### config.mk
export PLATFORM = sky130hd
export DESIGN_NAME = capture_compare_channel
export DESIGN_NICKNAME = d
export VERILOG_FILES = /design/src/shared/capcmp_pkg.sv /design/src/pin_synchronizer.sv /design/src/capture_compare_channel.sv
export SDC_FILE = /design/constraint.sdc
export NUM_CORES = 1
export LEC_CHECK = 0
export BUFFER_PORTS_ARGS = -buffer_cell sky130_fd_sc_hd__buf_4
export CAP_MARGIN = 20
export CORE_ASPECT_RATIO = 2
export CORE_UTILIZATION = 40
export DETAILED_ROUTE_END_ITERATION = 7
export GPL_TIMING_DRIVEN = 0
export SYNTH_ARGS = -nofsm -noshare
export SYNTH_HDL_FRONTEND = slang
export SYNTH_SLANG_ARGS = --single-unit
### constraint.sdc
create_clock -name sys_clk -period 2.94 [get_ports sys_clk]
set_input_delay 0.441 -clock sys_clk [delete_from_list [all_inputs] [get_ports sys_clk]]
set_output_delay 0.441 -clock sys_clk [all_outputs]
set_load 0.01 [all_outputs]
### src/shared/capcmp_pkg.sv
package capcmp_pkg;

    // Widths of the channel data paths.
    localparam int WORD_W = 16;
    localparam int BYTE_W = 8;

    // Stages of the pin synchroniser.
    localparam int PIN_SYNC_STAGES = 2;

    // Reset values of the channel registers.
    localparam logic [15:0] COMPARE_RESET = 16'h0000;
    localparam logic [15:0] RELOAD_RESET = 16'h0000;
    localparam logic [7:0] READ_RESET = 8'h00;

    // Counter values that mark an overflow and an all-zero compare.
    localparam logic [15:0] WORD_ZERO = 16'h0000;
    localparam logic [7:0] BYTE_ZERO = 8'h00;

    // Shared cycle length codes.
    localparam logic [1:0] CYCLE_LEN_8 = 2'h0;
    localparam logic [1:0] CYCLE_LEN_9 = 2'h1;
    localparam logic [1:0] CYCLE_LEN_10 = 2'h2;
    localparam logic [1:0] CYCLE_LEN_11 = 2'h3;

    // Counter masks for the 8 to 11 bit cycle lengths.
    localparam logic [15:0] CYCLE_MASK_8 = 16'h00ff;
    localparam logic [15:0] CYCLE_MASK_9 = 16'h01ff;
    localparam logic [15:0] CYCLE_MASK_10 = 16'h03ff;
    localparam logic [15:0] CYCLE_MASK_11 = 16'h07ff;

    // Operating modes of one channel.
    typedef enum logic [2:0] {
        MODE_CAPTURE,
        MODE_TIMER,
        MODE_HIGH_SPEED,
        MODE_FREQUENCY,
        MODE_PWM_SHORT,
        MODE_PWM_WIDE
    } chan_mode_t;

endpackage

### src/pin_synchronizer.sv
`timescale 1ns/1ps

module pin_synchronizer
    import capcmp_pkg::*;
#(
    parameter int WIDTH = 1
) (
    // Clock and reset.
    input wire logic sys_clk,
    input wire logic reset,
    // Asynchronous level in, synchronised level out.
    input wire logic [WIDTH-1:0] level_in,
    output logic [WIDTH-1:0] level_out
);

    typedef struct packed {
        logic [WIDTH-1:0] first;
        logic [WIDTH-1:0] second;
    } sync_state_t;

    sync_state_t st_reg;
    sync_state_t st_next;

    // The first stage is read only by the second stage.
    always_comb begin
        st_next = st_reg;
        st_next.first = level_in;
        st_next.second = st_reg.first;
    end

    always_ff @(posedge sys_clk or posedge reset) begin
        if (reset) begin
            st_reg <= '0;
        end else begin
            st_reg <= st_next;
        end
    end

    assign level_out = st_reg.second;

endmodule

### src/capture_compare_channel.sv
`timescale 1ns/1ps

// Notes on behaviour
// - A valid pin edge copies the counter into the compare register.
// - Rise and fall selects choose rising, falling or either edge.
// - Capture sets the sticky event flag; only software clears it.
// - Comparator and match enables set the flag on full equality.
// - Low byte write clears comparator enable; high byte write sets it.
// - High-speed mode inverts the pin on each match; match enable sets the flag.
// - High-speed mode with comparator off holds the pin level.
// - Frequency mode toggles on low byte match and adds the step.
// - A zero step in frequency mode means 256 counter clocks.
// - Frequency mode with match enable flags on full equality.
// - All short PWM channels share one cycle length select.
// - 8-bit PWM goes high on low byte match, low on overflow.
// - 8-bit PWM reloads the low byte from the high byte on rollover.
// - 8-bit PWM flags matches and signals overflow every 256 clocks.
// - Any PWM mode with comparator off drives the pin low.
// - Reload access select steers byte accesses to the reload register.
// - N-bit PWM high on match, low on bit N overflow with reload.
// - N-bit PWM overflow pulses every 512, 1024 or 2048 clocks.
// - 16-bit PWM flags matches and marks the counter wrap.
// - 16-bit PWM goes high on full match, low on 16-bit overflow.
module capture_compare_channel
    import capcmp_pkg::*;
(
    // Clock and reset.
    input wire logic sys_clk,
    input wire logic reset,
    // Shared counter; count_tick marks a new counter value.
    input wire logic [15:0] counter_value,
    input wire logic count_tick,
    input wire logic [1:0] cycle_length_select,
    // Channel mode bits.
    input wire logic rise_capture_select,
    input wire logic fall_capture_select,
    input wire logic match_flag_enable,
    input wire logic toggle_enable,
    input wire logic pulse_mod_enable,
    input wire logic wide_pulse_mod_enable,
    input wire logic channel_irq_enable,
    input wire logic reload_access_select,
    input wire logic comparator_enable_write,
    input wire logic comparator_enable_wdata,
    // Byte access to the compare or reload register.
    input wire logic low_byte_write,
    input wire logic high_byte_write,
    input wire logic [7:0] write_byte,
    input wire logic flag_clear,
    // Channel pin.
    input wire logic channel_pin_in,
    output logic channel_pin_out,
    output logic channel_pin_oe,
    // Status and events.
    output logic channel_event_flag,
    output logic irq_request,
    output logic comparator_enable,
    output logic [7:0] read_low_byte,
    output logic [7:0] read_high_byte,
    output logic cycle_overflow_set,
    output logic counter_wrap_set
);

    typedef struct packed {
        logic [15:0] compare_word;
        logic [15:0] reload_word;
        logic comparator_enable;
        logic event_flag;
        logic irq;
        logic pin;
        logic pin_oe;
        logic prev_sample;
        logic [7:0] read_low;
        logic [7:0] read_high;
        logic cycle_ovf;
        logic wrap;
    } chan_state_t;

    chan_state_t st_reg;
    chan_state_t st_next;
    chan_mode_t mode;
    logic pin_sync;
    logic rise_edge;
    logic fall_edge;
    logic capture_evt;
    logic full_match;
    logic low_match;
    logic [15:0] cycle_mask;
    logic short_wrap;
    logic short_match;
    logic flag_set;

    pin_synchronizer #(
        .WIDTH(1)
    ) u_pin_sync (
        .sys_clk(sys_clk),
        .reset(reset),
        .level_in(channel_pin_in),
        .level_out(pin_sync)
    );

    // Edge detection on consecutive synchronised samples.
    assign rise_edge = pin_sync && !st_reg.prev_sample;
    assign fall_edge = !pin_sync && st_reg.prev_sample;

    always_comb begin
        if (pulse_mod_enable && wide_pulse_mod_enable) begin
            mode = MODE_PWM_WIDE;
        end else if (pulse_mod_enable && toggle_enable) begin
            mode = MODE_FREQUENCY;
        end else if (pulse_mod_enable) begin
            mode = MODE_PWM_SHORT;
        end else if (toggle_enable) begin
            mode = MODE_HIGH_SPEED;
        end else if (match_flag_enable) begin
            mode = MODE_TIMER;
        end else begin
            mode = MODE_CAPTURE;
        end
    end

    // The shared select sets the cycle length of every short PWM channel.
    always_comb begin
        case (cycle_length_select)
            CYCLE_LEN_8: cycle_mask = CYCLE_MASK_8;
            CYCLE_LEN_9: cycle_mask = CYCLE_MASK_9;
            CYCLE_LEN_10: cycle_mask = CYCLE_MASK_10;
            CYCLE_LEN_11: cycle_mask = CYCLE_MASK_11;
            default: cycle_mask = CYCLE_MASK_8;
        endcase
    end

    assign capture_evt = (mode == MODE_CAPTURE)
        && ((rise_capture_select && rise_edge)
        || (fall_capture_select && fall_edge));
    assign full_match = count_tick && (counter_value == st_reg.compare_word);
    assign low_match = count_tick
        && (counter_value[7:0] == st_reg.compare_word[7:0]);
    assign short_wrap = count_tick && ((counter_value & cycle_mask) == WORD_ZERO);
    assign short_match = count_tick
        && ((counter_value & cycle_mask) == (st_reg.compare_word & cycle_mask));

    always_comb begin
        st_next = st_reg;
        flag_set = 1'b0;
        st_next.prev_sample = pin_sync;
        st_next.cycle_ovf = 1'b0;
        st_next.wrap = 1'b0;
        st_next.pin_oe = (mode != MODE_CAPTURE) && (mode != MODE_TIMER);
        case (mode)
            MODE_CAPTURE: begin
                if (capture_evt) begin
                    st_next.compare_word = counter_value;
                    flag_set = 1'b1;
                end
            end
            MODE_TIMER: begin
                flag_set = st_reg.comparator_enable && full_match;
            end
            MODE_HIGH_SPEED: begin
                if (st_reg.comparator_enable && full_match) begin
                    st_next.pin = !st_reg.pin;
                    flag_set = match_flag_enable;
                end
            end
            MODE_FREQUENCY: begin
                if (st_reg.comparator_enable && low_match) begin
                    st_next.pin = !st_reg.pin;
                    // A zero step lands on the same value 256 counts later.
                    st_next.compare_word[7:0] = 8'(st_reg.compare_word[7:0]
                        + st_reg.compare_word[15:8]);
                end
                flag_set = match_flag_enable && full_match;
            end
            MODE_PWM_SHORT: begin
                if (short_wrap && (cycle_length_select == CYCLE_LEN_8)) begin
                    st_next.compare_word[7:0] = st_reg.compare_word[15:8];
                    st_next.pin = st_reg.comparator_enable
                        && (st_reg.compare_word[15:8] == BYTE_ZERO);
                    st_next.cycle_ovf = 1'b1;
                    flag_set = match_flag_enable
                        && (st_reg.compare_word[15:8] == BYTE_ZERO);
                end else if (short_wrap) begin
                    st_next.compare_word = st_reg.reload_word;
                    st_next.pin = st_reg.comparator_enable
                        && ((st_reg.reload_word & cycle_mask) == WORD_ZERO);
                    st_next.cycle_ovf = 1'b1;
                    flag_set = match_flag_enable
                        && ((st_reg.reload_word & cycle_mask) == WORD_ZERO);
                end else if (short_match) begin
                    st_next.pin = st_reg.comparator_enable;
                    flag_set = match_flag_enable;
                end
                if (!st_reg.comparator_enable) begin
                    st_next.pin = 1'b0;
                end
            end
            MODE_PWM_WIDE: begin
                if (count_tick && (counter_value == WORD_ZERO)) begin
                    st_next.pin = st_reg.comparator_enable
                        && (st_reg.compare_word == WORD_ZERO);
                    st_next.wrap = 1'b1;
                    flag_set = match_flag_enable && full_match;
                end else if (full_match) begin
                    st_next.pin = st_reg.comparator_enable;
                    flag_set = match_flag_enable;
                end
                if (!st_reg.comparator_enable) begin
                    st_next.pin = 1'b0;
                end
            end
            default: begin
                st_next.pin = 1'b0;
            end
        endcase
        if (comparator_enable_write) begin
            st_next.comparator_enable = comparator_enable_wdata;
        end
        // Byte writes override a hardware update of the same byte in the same cycle.
        if (low_byte_write) begin
            st_next.comparator_enable = 1'b0;
            if (reload_access_select) begin
                st_next.reload_word[7:0] = write_byte;
            end else begin
                st_next.compare_word[7:0] = write_byte;
            end
        end
        if (high_byte_write) begin
            st_next.comparator_enable = 1'b1;
            if (reload_access_select) begin
                st_next.reload_word[15:8] = write_byte;
            end else begin
                st_next.compare_word[15:8] = write_byte;
            end
        end
        // A set in the clearing cycle wins.
        st_next.event_flag = (st_reg.event_flag && !flag_clear) || flag_set;
        st_next.irq = st_next.event_flag && channel_irq_enable;
        st_next.read_low = reload_access_select ? st_next.reload_word[7:0]
            : st_next.compare_word[7:0];
        st_next.read_high = reload_access_select ? st_next.reload_word[15:8]
            : st_next.compare_word[15:8];
    end

    always_ff @(posedge sys_clk or posedge reset) begin
        if (reset) begin
            st_reg.compare_word <= COMPARE_RESET;
            st_reg.reload_word <= RELOAD_RESET;
            st_reg.comparator_enable <= 1'b0;
            st_reg.event_flag <= 1'b0;
            st_reg.irq <= 1'b0;
            st_reg.pin <= 1'b0;
            st_reg.pin_oe <= 1'b0;
            st_reg.prev_sample <= 1'b0;
            st_reg.read_low <= READ_RESET;
            st_reg.read_high <= READ_RESET;
            st_reg.cycle_ovf <= 1'b0;
            st_reg.wrap <= 1'b0;
        end else begin
            st_reg <= st_next;
        end
    end

    assign channel_pin_out = st_reg.pin;
    assign channel_pin_oe = st_reg.pin_oe;
    assign channel_event_flag = st_reg.event_flag;
    assign irq_request = st_reg.irq;
    assign comparator_enable = st_reg.comparator_enable;
    assign read_low_byte = st_reg.read_low;
    assign read_high_byte = st_reg.read_high;
    assign cycle_overflow_set = st_reg.cycle_ovf;
    assign counter_wrap_set = st_reg.wrap;
endmodule

==> flow_summary.json <==
{
  "cp_max_fo": 5,
  "async_flop_share": 1.000,
  "synthCells": 410,
  "worst_ir_drop_vdd_mv": 0.3801,
  "period_share": 0.9458,
  "drv_cap": 0,
  "reg2reg_depth": 6,
  "die_area_sq_mm": 0.01013,
  "postRouteAntennaNets": 0,
  "syn_area_sq_mm": 0.003884,
  "final_layout_size_suffix_gt1_frac": 0.2980,
  "clock_latency_ns": 0.34,
  "path_cells": "xnor2_1, nand4_1, nor4b_1, a2111oi_0, a2111oi_2, mux2_2",
  "switching_share": 0.3166,
  "dp_slack_ns": 0.1379,
  "synth_cell_types": 67,
  "yosysTopAreaCellShare": 0.3737,
  "cts_resized": 0,
  "clkPwrFrac": 0.359,
  "path_clk_slew_ns": 0.05,
  "path_class": "reg2reg",
  "internal_power_uw": 1928,
  "fin_tns_setup_ns": 0,
  "grt_max_degree": 31,
  "core_region_area_sq_mm": 0.009384,
  "dp_hpwl_microns": 10180,
  "fillers": 906,
  "ys_top_cells_by_area": "dfrtp_1, mux2_2, nand2_1",
  "grt_pass1_wl_microns": 20080,
  "cts_buffer_depth": 2,
  "synthToLayoutAreaGrowth_pct": 23.55,
  "power_density_mw_per_mm2": 588.0,
  "final_cell_mix": "buf_4, dfrtp_1, nand2_1",
  "endpoint_kind": "flop",
  "die_height_microns": 141.4,
  "synth_top_cell_by_area": "dfrtp_1",
  "routed_wl_microns": 13000,
  "ff2ff_setup_slack_ns": 0.16,
  "sequentialPowerShare": 0.369,
  "multi_input_area_sq_mm": 0.002158,
  "antenna_found_initial": 0,
  "cts_setup_buffers": 0,
  "start_util": 0.4139,
  "die_width_microns": 71.68,
  "r2r-end": "channel_pin_out$_DFFE_PP0P_",
  "seq_area_frac_synth": 0.3737,
  "ys.flop_type": "dfrtp_1",
  "dr_total_vias": 3542,
  "register_area_sq_mm": 0.001451,
  "drt_iter0_drc": 181,
  "cp.arrival_ns": 3.00,
  "status": "finished clean",
  "slew_headroom": 0.3316,
  "worstReg2RegStart": "st_reg[52]$_DFF_PP0_",
  "rsz0062_at_grt": "false",
  "cts_tree": "done",
  "path_delay_family": "simple AND/OR/NAND/NOR gates",
  "period_minus_slack_ns": 2.781,
  "syn_nets": 461,
  "max_freq_ghz": 0.3596,
  "crit_slowest_cell": "nor4b_1",
  "critPathCapture": "channel_pin_out$_DFFE_PP0P_",
  "clock-sinks": 58,
  "first_pass_iters": 4,
  "rows": 50,
  "final.setup_skew_ns": 0.005812,
  "crit_start": "st_reg[52]$_DFF_PP0_",
  "cp-start-kind": "flop",
  "gr-total-overflow": 0,
  "viasPerCell": 5.963,
  "port_buffers": 63,
  "p_leak_uw": 0.002080,
  "synth_edf_count": 0,
  "layout_commonest_cell": "buf_4",
  "grt_usage": 0.2735,
  "timing.hold.ws_ns": 0.2122,
  "synth-seq-cells": 58,
  "hold_start": "channel_pin_in",
  "worst_pin_slew_ns": 0.9943,
  "synth.avg_cell_area_sq_um": 9.473,
  "cts-buffers-inserted": 9,
  "yosysWarnings": 0,
  "cts_max_level": 3,
  "ioPinCount": 66,
  "cp.depth": 6,
  "worstHoldPathType": "in2reg",
  "post_drt_wl_per_cell_microns": 21.88,
  "nets": 536,
  "drcViolationCount": 0,
  "switchingPower_uw": 893.3,
  "p_comb_frac": 0.272,
  "slew_viol_final": 0,
  "hold_violations": 0,
  "setup_viol": 0,
  "first_global_vias": 3612,
  "crit_path_max_incr_delay_ns": 0.75,
  "postLayoutSetupSlackWorst_ns": 0.1592,
  "gp_congestion": 0.9121,
  "num_antenna_cells": 0,
  "largest_reg_flops": 33,
  "cts_hold_buf": 0,
  "root_buffer": "clkbuf_16",
  "cp_num_buf_inv": 0,
  "crit_required_ns": 3.16
}
==> worst register-to-register path, cell delays in order (launching register included) <==
cell and delay [ns]:
dfrtp_1 0.55, xnor2_1 0.18, nand4_1 0.11, nor4b_1 0.75, a2111oi_0 0.30, a2111oi_2 0.41
mux2_2 0.37
==> worst min-delay path by stage <==
stage | endpoint | cells past startpoint
finish | u_pin_sync.st_next[0]$_DFF_PP0_ | 1
detailed placement | u_pin_sync.level_out$_DFF_PP0_ | 0
global placement | u_pin_sync.level_out$_DFF_PP0_ | 0
global route | u_pin_sync.st_next[0]$_DFF_PP0_ | 1
floorplan | u_pin_sync.level_out$_DFF_PP0_ | 0
CTS | u_pin_sync.st_next[0]$_DFF_PP0_ | 1
==> per-layer routing <==
layer	global-route usage	vias up	wire length [microns]
li1	-	1669	-
met3	0.04616	42	445
met2	0.4687	102	6853
met1	0.2997	1729	4927
met5	0	-	0
met4	0.1920	0	774
==> per-stage QoR <==
| stage | std cells | area, sq um | total power, uW | util |
|---|---|---|---|---|
| floorplan | 410 | 3884 | 1523 | - |
| global placement | 577 | 4487 | 1803 | 0.4781 |
| detailed placement | 578 | 4507 | 1817 | 0.4803 |
| CTS | 594 | 4798 | 2852 | 0.5113 |
| global route | 594 | 4798 | 2966 | 0.5113 |
| finish | 594 | 4798 | 2821 | 0.5113 |
==> power by group through the flow <==
stage	sequential (uW)	clock (uW)	combinational, uW
finish	1040	1010	768
global route	1050	1070	841
CTS	1040	1040	772
detailed placement	1050	0	767
global placement	1050	0	754
floorplan	1000	0	523
==> final cells by class <==
| type | count | share of cell area |
|---|---|---|
| Timing Repair Buffer | 64 | 0.1027 |
| Inverter | 18 | 0.01408 |
| Sequential cell | 58 | 0.3025 |
| Clock inverter | 4 | 0.005215 |
| Tap cell | 104 | 0.02712 |
| Clock buffer | 12 | 0.05554 |
| Buffer | 32 | 0.04302 |
| Multi-Input combinational cell | 302 | 0.4498 |
==> logic make-up after synthesis <==
family	synth area share
xor+xnor	0.04510
compound gates	0.2233
buf+inv	0.07055
simple gates	0.1872
mux	0.07249
fa+ha+maj	0.02771
flops	0.3737
==> synthesized netlist by cell type (7+ instances only) <==
cell type and number:
clkbuf_1 7, inv_1 17, nand4_1 8, buf_4 17
nand3_1 12, mux2_2 17, o211ai_1 7, a21oi_1 14
dfrtp_1 58, o31ai_1 7, ha_1 7, xnor2_1 16
nor2_1 36, nor4_1 8, mux2i_1 9, nand2_1 43
a221oi_2 7
Power figures use the tool's default switching activity.
